**src/verilog/gstmr_pkg.sv**
```systemverilog
// Package for the gated sixteen bit timer: register map, fields, reset values
package gstmr_pkg;

  // Register byte addresses on the AHB-Lite slave
  localparam logic [7:0] OFS_CONTROL   = 8'h00;
  localparam logic [7:0] OFS_COUNT_LO  = 8'h04;
  localparam logic [7:0] OFS_COUNT_HI  = 8'h08;
  localparam logic [7:0] OFS_GATE_SEL  = 8'h0C;
  localparam logic [7:0] OFS_FLAGS     = 8'h10;
  localparam logic [7:0] OFS_IRQ_CTRL  = 8'h14;
  localparam logic [7:0] OFS_OSC_PINS  = 8'h18;

  // Control register fields
  localparam int CTL_TIMER_ON   = 0;
  localparam int CTL_CLK_SRC    = 1;
  localparam int CTL_SYNC_DIS   = 2;
  localparam int CTL_LP_OSC_EN  = 3;
  localparam int CTL_PRESC_LO   = 4;
  localparam int CTL_GATE_EN    = 6;
  localparam int CTL_GATE_INV   = 7;

  // Gate select register fields
  localparam int GSEL_CMP_SYNC  = 0;
  localparam int GSEL_GATE_SRC  = 1;

  // Interrupt control fields (enables register)
  localparam int IRQ_TIMER_EN   = 0;
  localparam int IRQ_PERIPH_EN  = 1;
  localparam int IRQ_GLOBAL_EN  = 2;

  // Reset values
  localparam logic [7:0] RST_CONTROL  = 8'h00;
  localparam logic [7:0] RST_GATE_SEL = 8'h02;
  localparam logic [7:0] GSEL_MASK    = 8'h03;

  // Interrupt vector address reported while the interrupt request is raised
  localparam logic [15:0] IRQ_VECTOR  = 16'h0004;

  // Instruction clock is system clock divided by this
  localparam int INSTR_DIV            = 4;

  // AHB transfer types
  localparam logic [1:0] HTRANS_NONSEQ = 2'b10;

  // External input conditioning state
  typedef enum logic [1:0] {
    GSTMR_ARM_WAIT_LOW = 2'b00,
    GSTMR_ARM_READY    = 2'b01
  } gstmr_arm_e;

  // Joined status for the sleep / interrupt side
  typedef struct packed {
    logic irq_request;
    logic wake_request;
  } gstmr_irq_s;

endpackage : gstmr_pkg

```
**src/verilog/gstmr_top.sv**
```systemverilog
// Gated sixteen bit timer with prescaler, gate and AHB-Lite register slave
//
// Function
// - Sixteen bit up-counter in two byte registers; byte writes replace live count.
// - Clock select bit picks instruction clock or external input rising edge.
// - External mode counts rising edges, synchronised or not per sync control.
// - After enable, count write, or high-then-low re-enable, wait for falling edge.
// - Two-bit prescaler divides by 1, 2, 4 or 8.
// - Prescaler is hidden from software; any count byte write clears it.
// - Low-power oscillator used only with internal oscillator, otherwise ignored.
// - Oscillator enabled forces pin directions to input, data reads zero.
// - Sync disable bit in external mode keeps counting through sleep.
// - Count byte reads in asynchronous mode always return a valid value.
// - Mode switches may lose or add a single increment.
// - Gate source is gate pin or second comparator output, reset to comparator.
// - Gate enable lets gate control counting; ignored while timer off.
// - Gate invert set means active-high gate, cleared means active-low.
// - Rollover to zero sets sticky overflow flag; interrupt needs three enables.
// - In sleep only asynchronous counting runs; overflow wakes, vector 0004h.
// - Counter increment clock is provided to the comparator for synchronisation.
//
// The AHB-Lite interface to the registers and the register offsets were left to the implementer.
`timescale 1ns/100ps
`default_nettype none

module gstmr_top
  import gstmr_pkg::*;
(
  input  wire logic        hclk,
  input  wire logic        hresetn,
  input  wire logic        hsel,
  input  wire logic [31:0] haddr,
  input  wire logic [1:0]  htrans,
  input  wire logic        hwrite,
  input  wire logic [2:0]  hsize,
  input  wire logic [31:0] hwdata,
  input  wire logic        hready,
  output logic      [31:0] hrdata,
  output logic             hreadyout,
  output logic             hresp,
  input  wire logic        external_count_input,
  input  wire logic        lp_osc_clock,
  input  wire logic        internal_oscillator,
  input  wire logic        sleep_mode,
  input  wire logic        gate_pin,
  input  wire logic        second_comparator_output,
  output logic             comparator_sync_enable,
  output logic             increment_clock,
  output logic             osc_pins_forced_input,
  output gstmr_irq_s       irq_out,
  output logic      [15:0] wake_vector
);

  ////////////////////////////////////////////////////////////////////////////
  // Registers and nets
  logic [7:0]  timer_control;
  logic [7:0]  comparator_gate_select;
  logic [15:0] count;
  logic        overflow_flag;
  logic [2:0]  irq_enables;
  logic [2:0]  presc_cnt;
  logic [1:0]  instr_div;
  gstmr_arm_e  arm_state;
  logic        ext_sync1;
  logic        ext_sync2;
  logic        ext_prev;
  logic        ext_prev_raw;
  logic        off_high;
  logic        wr_pend;
  logic        rd_pend;
  logic [7:0]  wr_addr;
  logic        instr_tick;
  logic        ext_level;
  logic        ext_rise;
  logic        ext_fall;
  logic        src_tick;
  logic        presc_tick;
  logic        gate_raw;
  logic        gate_active;
  logic        count_en;
  logic        lp_active;
  logic        count_write;
  logic        addr_ok;
  logic [2:0]  presc_limit;
  logic        rd_sample;
  logic        irq_req;
  logic        wake_req;

  ////////////////////////////////////////////////////////////////////////////
  // AHB-Lite slave: zero wait state, always OKAY
  assign hreadyout = 1'b1;
  assign hresp     = 1'b0;
  assign addr_ok   = hsel && hready && (htrans == HTRANS_NONSEQ);

  // Capture address phase
  always_ff @(posedge hclk or negedge hresetn)
  begin
    if (!hresetn)
    begin
      wr_pend <= 1'b0;
      rd_pend <= 1'b0;
      wr_addr <= 8'h00;
    end
    else
    begin
      wr_pend <= addr_ok && hwrite;
      rd_pend <= addr_ok && !hwrite;
      wr_addr <= addr_ok ? haddr[7:0] : wr_addr;
    end
  end

  assign count_write = wr_pend && ((wr_addr == OFS_COUNT_LO) || (wr_addr == OFS_COUNT_HI));

  // Read data, count sampled in system clock domain so it is always valid
  always_ff @(posedge hclk or negedge hresetn)
  begin
    if (!hresetn)
      hrdata <= 32'h0000_0000;
    else if (addr_ok && !hwrite)
    begin
      case (haddr[7:0])
        OFS_CONTROL:  hrdata <= {24'h000000, timer_control};
        OFS_COUNT_LO: hrdata <= {24'h000000, count[7:0]};
        OFS_COUNT_HI: hrdata <= {24'h000000, count[15:8]};
        OFS_GATE_SEL: hrdata <= {24'h000000, comparator_gate_select};
        OFS_FLAGS:    hrdata <= {31'h00000000, overflow_flag};
        OFS_IRQ_CTRL: hrdata <= {29'h00000000, irq_enables};
        OFS_OSC_PINS: hrdata <= {30'h00000000, {2{lp_active}}}; // Direction bits read 1 while forced to input
        default:      hrdata <= 32'h0000_0000;
      endcase
    end
  end
  assign rd_sample = rd_pend;

  ////////////////////////////////////////////////////////////////////////////
  // Control registers, loaded with their reset values at power-on reset (gate select 02h)
  always_ff @(posedge hclk or negedge hresetn)
  begin
    if (!hresetn)
    begin
      timer_control          <= RST_CONTROL;
      comparator_gate_select <= RST_GATE_SEL;
      irq_enables            <= 3'h0;
    end
    else if (wr_pend)
    begin
      case (wr_addr)
        OFS_CONTROL:  timer_control <= hwdata[7:0];
        OFS_GATE_SEL: comparator_gate_select <= hwdata[7:0] & GSEL_MASK;
        OFS_IRQ_CTRL: irq_enables <= hwdata[2:0];
        default:      irq_enables <= irq_enables;
      endcase
    end
  end

  assign comparator_sync_enable = comparator_gate_select[GSEL_CMP_SYNC];

  ////////////////////////////////////////////////////////////////////////////
  // Clock sources
  // Instruction clock tick, one in four system clocks
  always_ff @(posedge hclk or negedge hresetn)
  begin
    if (!hresetn)
      instr_div <= 2'h0;
    else
      instr_div <= instr_div + 2'h1;
  end
  assign instr_tick = (instr_div == 2'(INSTR_DIV - 1));

  // LP oscillator usable only with internal oscillator
  assign lp_active = timer_control[CTL_LP_OSC_EN] && internal_oscillator;
  assign osc_pins_forced_input = lp_active;

  // Two-flop synchroniser of external source; raw path when sync disabled
  always_ff @(posedge hclk or negedge hresetn)
  begin
    if (!hresetn)
    begin
      ext_sync1    <= 1'b0;
      ext_sync2    <= 1'b0;
      ext_prev     <= 1'b0;
      ext_prev_raw <= 1'b0;
    end
    else
    begin
      ext_sync1    <= lp_active ? lp_osc_clock : external_count_input;
      ext_sync2    <= ext_sync1;
      ext_prev     <= ext_sync2;
      ext_prev_raw <= lp_active ? lp_osc_clock : external_count_input;
    end
  end

  // Switching sync mode may drop or add one edge
  assign ext_level = timer_control[CTL_SYNC_DIS] ? (lp_active ? lp_osc_clock : external_count_input)
                                                 : ext_sync2;
  assign ext_rise  = timer_control[CTL_SYNC_DIS] ? (ext_level && !ext_prev_raw)
                                                 : (ext_sync2 && !ext_prev);
  assign ext_fall  = timer_control[CTL_SYNC_DIS] ? (!ext_level && ext_prev_raw)
                                                 : (!ext_sync2 && ext_prev);

  ////////////////////////////////////////////////////////////////////////////
  // Falling-edge arming before first counted rising edge
  always_ff @(posedge hclk or negedge hresetn)
  begin
    if (!hresetn)
    begin
      arm_state <= GSTMR_ARM_WAIT_LOW;
      off_high  <= 1'b0;
    end
    else
    begin
      if (!timer_control[CTL_TIMER_ON])
        off_high <= ext_level;
      if (count_write)
        arm_state <= GSTMR_ARM_WAIT_LOW;
      else if (!timer_control[CTL_TIMER_ON])
        arm_state <= off_high && !ext_level ? GSTMR_ARM_WAIT_LOW : arm_state;
      else if (ext_fall)
        arm_state <= GSTMR_ARM_READY;
    end
  end

  // Source tick selected by clock source bit; sleep stops synchronous sources
  assign src_tick = timer_control[CTL_CLK_SRC]
                    ? (ext_rise && (arm_state == GSTMR_ARM_READY)
                       && (timer_control[CTL_SYNC_DIS] || !sleep_mode))
                    : (instr_tick && !sleep_mode);

  ////////////////////////////////////////////////////////////////////////////
  // Gate: source select, polarity, enable
  assign gate_raw    = comparator_gate_select[GSEL_GATE_SRC] ? second_comparator_output
                                                            : gate_pin;
  assign gate_active = timer_control[CTL_GATE_INV] ? gate_raw : !gate_raw;
  assign count_en    = timer_control[CTL_TIMER_ON]
                       && (!timer_control[CTL_GATE_EN] || gate_active);

  ////////////////////////////////////////////////////////////////////////////
  // Prescaler, hidden, cleared by count writes
  always_comb
  begin
    case (timer_control[CTL_PRESC_LO +: 2])
      2'b00:   presc_limit = 3'h0;
      2'b01:   presc_limit = 3'h1;
      2'b10:   presc_limit = 3'h3;
      default: presc_limit = 3'h7;
    endcase
  end

  always_ff @(posedge hclk or negedge hresetn)
  begin
    if (!hresetn)
      presc_cnt <= 3'h0;
    else if (count_write)
      presc_cnt <= 3'h0;
    else if (src_tick && count_en)
      presc_cnt <= (presc_cnt >= presc_limit) ? 3'h0 : presc_cnt + 3'h1;
  end

  assign presc_tick      = src_tick && count_en && (presc_cnt >= presc_limit);
  assign increment_clock = presc_tick;

  ////////////////////////////////////////////////////////////////////////////
  // Counter: no reset, byte writes replace live count
  always_ff @(posedge hclk)
  begin
    if (wr_pend && (wr_addr == OFS_COUNT_LO))
      count[7:0] <= hwdata[7:0];
    else if (wr_pend && (wr_addr == OFS_COUNT_HI))
      count[15:8] <= hwdata[7:0];
    else if (presc_tick)
      count <= count + 16'h0001;
  end

  // Overflow flag: set wins over software clear
  always_ff @(posedge hclk or negedge hresetn)
  begin
    if (!hresetn)
      overflow_flag <= 1'b0;
    else if (presc_tick && (count == 16'hFFFF) && !count_write)
      overflow_flag <= 1'b1;
    else if (wr_pend && (wr_addr == OFS_FLAGS) && !hwdata[0])
      overflow_flag <= 1'b0;
  end

  // Interrupt and wake requests
  // Interrupt needs the three enables only; wake needs the timer running and the timer and peripheral enables
  assign wake_req    = overflow_flag && timer_control[CTL_TIMER_ON]
                       && irq_enables[IRQ_TIMER_EN] && irq_enables[IRQ_PERIPH_EN];
  assign irq_req     = overflow_flag && irq_enables[IRQ_TIMER_EN]
                       && irq_enables[IRQ_PERIPH_EN] && irq_enables[IRQ_GLOBAL_EN];
  assign irq_out     = '{irq_request: irq_req, wake_request: wake_req};
  assign wake_vector = irq_req ? IRQ_VECTOR : 16'h0000;

  ////////////////////////////////////////////////////////////////////////////
  // Assertions
  prescale_clear_a : assert property (@(posedge hclk) disable iff (!hresetn)
    count_write |=> (presc_cnt == 3'h0))
    else $error("prescaler not cleared by count write");

  overflow_set_a : assert property (@(posedge hclk) disable iff (!hresetn)
    (presc_tick && count == 16'hFFFF && !count_write) |=> overflow_flag && count == 16'h0000)
    else $error("rollover did not set flag");

  stopped_hold_a : assert property (@(posedge hclk) disable iff (!hresetn)
    (!timer_control[CTL_TIMER_ON] && !wr_pend) |=> $stable(count))
    else $error("stopped counter moved");

  gate_block_a : assert property (@(posedge hclk) disable iff (!hresetn)
    (timer_control[CTL_TIMER_ON] && timer_control[CTL_GATE_EN] && !gate_active) |-> !presc_tick)
    else $error("counted with gate inactive");

  arm_wait_a : assert property (@(posedge hclk) disable iff (!hresetn)
    count_write ##1 (arm_state == GSTMR_ARM_WAIT_LOW) |-> !presc_tick || !timer_control[CTL_CLK_SRC])
    else $error("counted before falling edge");

  lp_ignore_a : assert property (@(posedge hclk) disable iff (!hresetn)
    !internal_oscillator |-> !osc_pins_forced_input)
    else $error("lp oscillator active without internal oscillator");

  irq_gate_a : assert property (@(posedge hclk) disable iff (!hresetn)
    irq_out.irq_request |-> overflow_flag && irq_enables == 3'h7)
    else $error("interrupt without all enables");

  sleep_sync_a : assert property (@(posedge hclk) disable iff (!hresetn)
    (sleep_mode && !(timer_control[CTL_CLK_SRC] && timer_control[CTL_SYNC_DIS])) |-> !presc_tick)
    else $error("synchronous count during sleep");

  prescale_div_a : assert property (@(posedge hclk) disable iff (!hresetn)
    (presc_tick && timer_control[CTL_PRESC_LO +: 2] == 2'b11 && !count_write) |=> !presc_tick)
    else $error("divide by eight ticked twice in a row");

  instr_rate_a : assert property (@(posedge hclk) disable iff (!hresetn)
    instr_tick |=> !instr_tick ##1 !instr_tick ##1 !instr_tick ##1 instr_tick)
    else $error("instruction clock not one in four");

  ctl_write_a : assert property (@(posedge hclk) disable iff (!hresetn)
    (wr_pend && wr_addr == OFS_CONTROL) |=> (timer_control == $past(hwdata[7:0])))
    else $error("control write did not land");

  low_write_a : assert property (@(posedge hclk) disable iff (!hresetn)
    (wr_pend && wr_addr == OFS_COUNT_LO) |=> (count[7:0] == $past(hwdata[7:0])))
    else $error("low count byte write did not land");

  high_write_a : assert property (@(posedge hclk) disable iff (!hresetn)
    (wr_pend && wr_addr == OFS_COUNT_HI) |=> (count[15:8] == $past(hwdata[7:0])))
    else $error("high count byte write did not land");

  lp_force_a : assert property (@(posedge hclk) disable iff (!hresetn)
    (timer_control[CTL_LP_OSC_EN] && internal_oscillator) |-> osc_pins_forced_input)
    else $error("oscillator pins not forced to input");

  gate_polarity_a : assert property (@(posedge hclk) disable iff (!hresetn)
    (timer_control[CTL_TIMER_ON] && timer_control[CTL_GATE_EN]
     && (timer_control[CTL_GATE_INV] != gate_raw)) |-> !presc_tick)
    else $error("counted against gate polarity");

  gate_source_a : assert property (@(posedge hclk) disable iff (!hresetn)
    (timer_control[CTL_TIMER_ON] && timer_control[CTL_GATE_EN] && comparator_gate_select[GSEL_GATE_SRC]
     && (timer_control[CTL_GATE_INV] != second_comparator_output)) |-> !presc_tick)
    else $error("comparator gate ignored");

  inc_clock_a : assert property (@(posedge hclk) disable iff (!hresetn)
    (increment_clock && !count_write) |=> (count == $past(count) + 16'h0001))
    else $error("increment clock without count step");

  async_sleep_a : assert property (@(posedge hclk) disable iff (!hresetn)
    (count_en && timer_control[CTL_CLK_SRC] && timer_control[CTL_SYNC_DIS] && ext_rise
     && (arm_state == GSTMR_ARM_READY) && (presc_limit == 3'h0)) |-> presc_tick)
    else $error("unsynchronised edge not counted");

  flag_sticky_a : assert property (@(posedge hclk) disable iff (!hresetn)
    (overflow_flag && !(wr_pend && wr_addr == OFS_FLAGS)) |=> overflow_flag)
    else $error("overflow flag dropped without software clear");

  wake_req_a : assert property (@(posedge hclk) disable iff (!hresetn)
    wake_req |-> (timer_control[CTL_TIMER_ON] && overflow_flag))
    else $error("wake request with timer off");

  read_hold_a : assert property (@(posedge hclk) disable iff (!hresetn)
    (rd_sample && !(addr_ok && !hwrite)) |=> $stable(hrdata))
    else $error("read data moved without a new read");

endmodule // gstmr_top

`default_nettype wire

```
**config.mk**
```make
export PLATFORM = sky130hd
export DESIGN_NAME = gstmr_top
export DESIGN_NICKNAME = d
export VERILOG_FILES = /design/src/verilog/gstmr_pkg.sv /design/src/verilog/gstmr_top.sv
export SDC_FILE = /design/constraint.sdc
export NUM_CORES = 1
export LEC_CHECK = 0
export ABC_AREA = 1
export BUFFER_PORTS_ARGS = -buffer_cell sky130_fd_sc_hd__buf_4
export CAP_MARGIN = 20
export CORE_AREA = 4 4 79 155
export DETAILED_ROUTE_END_ITERATION = 8
export DIE_AREA = 0 0 83 159
export GPL_ROUTABILITY_DRIVEN = 0
export PLACE_DENSITY = 0.69
export SYNTH_ARGS = -nofsm -noshare
export SYNTH_HDL_FRONTEND = slang
export SYNTH_SLANG_ARGS = --single-unit
export TNS_END_PERCENT = 30
```
**constraint.sdc**
```tcl
create_clock -name hclk -period 3.89 [get_ports hclk]
set_clock_uncertainty 0.05 [all_clocks]
set_input_delay 0.778 -clock hclk [delete_from_list [all_inputs] [get_ports hclk]]
set_output_delay 0.778 -clock hclk [all_outputs]
set_load 0.005 [all_outputs]
```
# --- Word level (Yosys, flattened, before mapping) ---
# Index checks and enable logic that the tools add are counted.
word_totals:
  out_inout_bits: 55
  reg_bits: 82
  wordCells: 119
  inputBits: 80
op_classes:
  order_cmp: 1
  n_bitwise: 1
  n_addsub: 3
  n_mux: 23
  n_eq_ne: 19
  n_reduce_logical: 56
ops:
  columns: ["op", "n"]
  rows:
  - ["8-bit one-hot mux with 7 select lines", 1]
  - ["8-bit by 5-bit equality test with 1-bit output, second input constant", 5]
  - ["8-bit by 4-bit equality test with 1-bit output, second input constant", 4]
  - ["1-bit logical AND", 29]
  - ["8-bit 2-to-1 mux", 3]
  - ["16-bit by 1-bit adder with 16-bit output, second input constant", 1]
  - ["16-bit equality test, second input constant", 1]
  - ["8-bit by 3-bit equality test with 1-bit output, second input constant", 2]
  - ["8-bit logical NOT", 2]
  - ["16-bit 2-to-1 mux", 1]
  - ["3-bit 2-to-1 mux", 4]
  - ["2-bit AND reduction", 6]
  - ["1-bit logical NOT", 10]
  - ["1-bit 2-to-1 mux", 9]
  - ["3-bit one-hot mux with 3 select lines", 1]
  - ["2-bit 2-to-1 mux", 4]
  - ["2-bit nonzero test", 4]
  - ["2-bit equality test, second input constant", 3]
  - ["2-bit by 1-bit equality test with 1-bit output, second input constant", 2]
  - ["3-bit by 1-bit adder with 3-bit output, second input constant", 1]
  - ["3-bit greater-or-equal comparator", 1]
  - ["1-bit logical OR", 3]
  - ["3-bit by 1-bit != test with 1-bit output, second input constant", 1]
  - ["3-bit nonzero test", 1]
  - ["other kinds (4)", 4]

# --- Longest topological paths before layout ---
logic_depth:
  word_depth: 13
  mapped_depth: 10
  mapped_depth_nobuf: 9

# --- Worst setup path before layout ---
# OpenSTA, ideal clock, no wires.
synth_timing:
  kind: "reg-to-output"
  from: "reg timer_control[5]"
  to: "out increment_clock"
  arrival_ps: 1368
  t_required_ps: 3062
  path_slack_ps: 1694
  n_path_buf: 0
  stages_incl_launch_ff: 7
  path_cell_list: "dfrtp_1 > or2_2 > ha_1 > nand3_1 > nand3_1 > nand3_4 > inv_1"
synth_between:
  elab_chain_cells: 4
  word_cells_on_any_way: 6
  classes_between: "1 x order compare; 2 x eq/ne; 1 x mux; 2 x reduce/logical"
synth_lines:
  columns: ["item", "line", "source"]
  rows:
  - ["start, declared", "gstmr_top.sv:56", "logic [7:0] timer_control;"]
  - ["start signal, assigned", "gstmr_top.sv:148", "OFS_CONTROL: timer_control <= hwdata[7:0];"]
  - ["2-bit equality test, or another cell as far along", "gstmr_top.sv:241", "case (timer_control[CTL_PRESC_LO +: 2])"]
  - ["3-bit one-hot mux with 3 select lines *", "gstmr_top.sv:241", null]
  - ["3-bit greater-or-equal comparator *", "gstmr_top.sv:259", "assign presc_tick = src_tick && count_en && (presc_cnt >= presc_limit);"]
  - ["1-bit logical AND *", "gstmr_top.sv:259", null]
  - ["end, declared", "gstmr_top.sv:48", "output logic increment_clock,"]
# Every way passes the cells marked *; elsewhere a longest branch is shown, timed or not.

# --- Worst setup path in the final report ---
# Same ends and word-level chain as after synthesis.

==> results.json <==
{
  "status": "finished, final reports clean",
  "p_switching_uw": 548,
  "routed_wl_um": 9160,
  "fmax_mhz": 354,
  "ir_drop_uv": 298,
  "synth.top_cell.area_share_pct": 26.4,
  "vias": 3121,
  "p_seq_share_pct": 37.7,
  "die_area_mm2": 0.0132,
  "antenna_found_initial": 0,
  "period_share_pct": 72.6,
  "hold_class": "reg2reg",
  "diodes": 0,
  "yosys_warnings": 0,
  "top_level_ports": 135,
  "leakage_nw": 2.23,
  "syn_inst": 477,
  "syn-cell-area_mm2": 0.00379,
  "core_area_mm2": 0.0109,
  "grt_max_degree": 42,
  "powerDensity_mw_per_mm2": 451,
  "syn2layout_area_growth_pct": 15.5,
  "port-buffer-count": 42,
  "worst_pin_slew_ps": 628,
  "cts_buffers": 9,
  "layout_commonest_cell": "nand2_1",
  "worstSetupStartpointType": "flip-flop",
  "cts_sinks": 57,
  "drv_cap": 0,
  "switching_share_pct": 27.7,
  "synth_top_cell_by_area": "dfrtp_1",
  "worstSetupPathType": "reg2out",
  "clock_path_buffers": 2,
  "slew_viol_final": 0,
  "rsz0062_at_grt": "no",
  "p_int_mw": 1.43,
  "r2r_setup_slack_ps": 1550,
  "path_clk_slew_ps": 50,
  "cts_root_buf": "clkbuf_16",
  "firstDrtPassIters": 4,
  "fp.dieW_um": 83,
  "overflow": 0,
  "cts_tree": "yes",
  "drt_iter0_markers": 171,
  "crit_fanout": 5,
  "power_mw": 1.98,
  "pwr-share-comb_pct": 16.1,
  "cp.required_ps": 3060,
  "vias_per_cell": 4.70,
  "clk_latency_ps": 330,
  "critPathArrivalTime_ps": 2000,
  "ys.flop_type": "dfrtp_1",
  "async_reset_ff_share_pct": 71.9,
  "track_usage_pct": 14.3,
  "tns_ps": 0,
  "rows": 54,
  "clkPwrFrac_pct": 46.2,
  "hpwl_um": 7440,
  "synth_area_leaders": "dfrtp_1 (26%), nand2_1 (13%), edfxtp_1 (13%)",
  "drive_gt1_share_pct": 22.7,
  "post_cts_buffers": 0,
  "start_util_pct": 34.6,
  "synth-seq-cells": 57,
  "synth_enable_flop_cells": 16,
  "htree_levels": 3,
  "seq_area_frac_synth_pct": 39.8,
  "ys_types": 41,
  "drtAntennaViolNets": 0,
  "final_nets": 605,
  "cp-end-kind": "output pin",
  "final_cell_mix": "nand2_1 (133), nand3_1 (47), inv_1 (46)",
  "hold_buffers": 0,
  "post-route-drc-count": 0,
  "avgSynthCellArea_um2": 7.95,
  "final_core_util_pct": 40.0,
  "setup_viol": 0,
  "grt_pass1_vias": 3111,
  "final.min_clock_period_ps": 2830,
  "wl_per_cell_um": 13.8,
  "cts_resized": 0,
  "fp.dieH_um": 159,
  "grt_first_pass_wirelength_um": 15000,
  "finalHoldViolCount": 0,
  "relSlewSlack_pct": 58.0
}
power by group through the flow:
stage	sequential (mW)	combinational [mW]	clock [mW]
2_1_floorplan	0.736	0.260	0
6_report	0.746	0.317	0.913
3_5_place_dp	0.757	0.317	0
4_1_cts	0.746	0.319	0.928
5_1_grt	0.755	0.364	0.955
3_3_place_gp	0.753	0.301	0
flip-flops by register name, summed over array words and instances (netlist names):
name	cells
arm_state	1
comparator_gate_select	2
count	16
ext_prev	1
ext_prev_raw	1
ext_sync2	1
hrdata	8
instr_div	2
irq_enables	3
off_high	1
overflow_flag	1
presc_cnt	3
timer_control	8
wr_addr	8
wr_pend	1
critical path, cell delays in order, from the launching register on:
cell     delay, ps
dfrtp_1        430
or2_2          310
ha_1           270
nand3_1         70
nand3_1        200
nand3_4        200
inv_1           50
buf_4          130
per-layer routing:
layer	routed length [um]	vias to the layer above	GRT usage, %	part of all wire (%)
li1	-	1534	-	-
met1	2980	1429	12.5	33
met5	0	-	0	0
met4	437	0	9.60	4.8
met3	509	32	3.52	5.6
met2	5230	126	27.7	57
logic make-up (layout without fill, tap and decap cells):
kind of cell / count (synthesis) / count (layout) / synth area share (%)
other: 2 / 41 / 0.198
buffers and inverters: 103 / 111 / 15.7
and+or+nand+nor: 253 / 253 / 31.6
AOI/OAI and AO/OA: 47 / 47 / 8.68
adders and majority gates: 6 / 6 / 1.98
DFF: 57 / 57 / 39.8
xor gates and xnor gates: 9 / 9 / 2.08
cell usage after synthesis (all sizes together), types with 2 or more instances:
master and instances:
nand3 50, o21ai 41, nor2 42, nand4 8, edfxtp 16, buf 50, conb 2, nor3 6
or2 3, inv 52, dfrtp 40, xor2 4, nand2 140, a21oi 4, xnor2 5, ha 6
layout make-up:
| cell class | count | area (um^2) |
|---|---|---|
| clock buffer | 9 | 225 |
| clock inverter | 7 | 118 |
| fill | 1116 | 6570 |
| inverter | 53 | 205 |
| multi-input combinational | 356 | 1830 |
| sequential | 57 | 1510 |
| tap | 140 | 175 |
| timing repair buffer | 42 | 315 |
through the flow:
stage / hold slack, ps / cells / area (um^2) / worst slack [ps]
2_1_floorplan: 304 / 516 / 3940 / 1690
3_3_place_gp: 321 / 648 / 4040 / 1430
3_5_place_dp: 320 / 648 / 4040 / 1390
4_1_cts: 336 / 664 / 4380 / 1030
5_1_grt: 353 / 664 / 4380 / 945
6_report: 332 / 664 / 4380 / 1060
final timing paths:
path	from	endpoint	depth (start not counted)
setup reg to reg	timer_control[5]	count[15]	6
setup / recovery	timer_control[5]	increment_clock	7
max in group asynchronous	hresetn	hrdata[3]	1
hold / removal	ext_prev_raw	ext_sync2	0
hold reg to reg	ext_prev_raw	ext_sync2	0
min in group asynchronous	hresetn	wr_addr[5]	1
No activity file was read; power rests on OpenSTA's default activity.
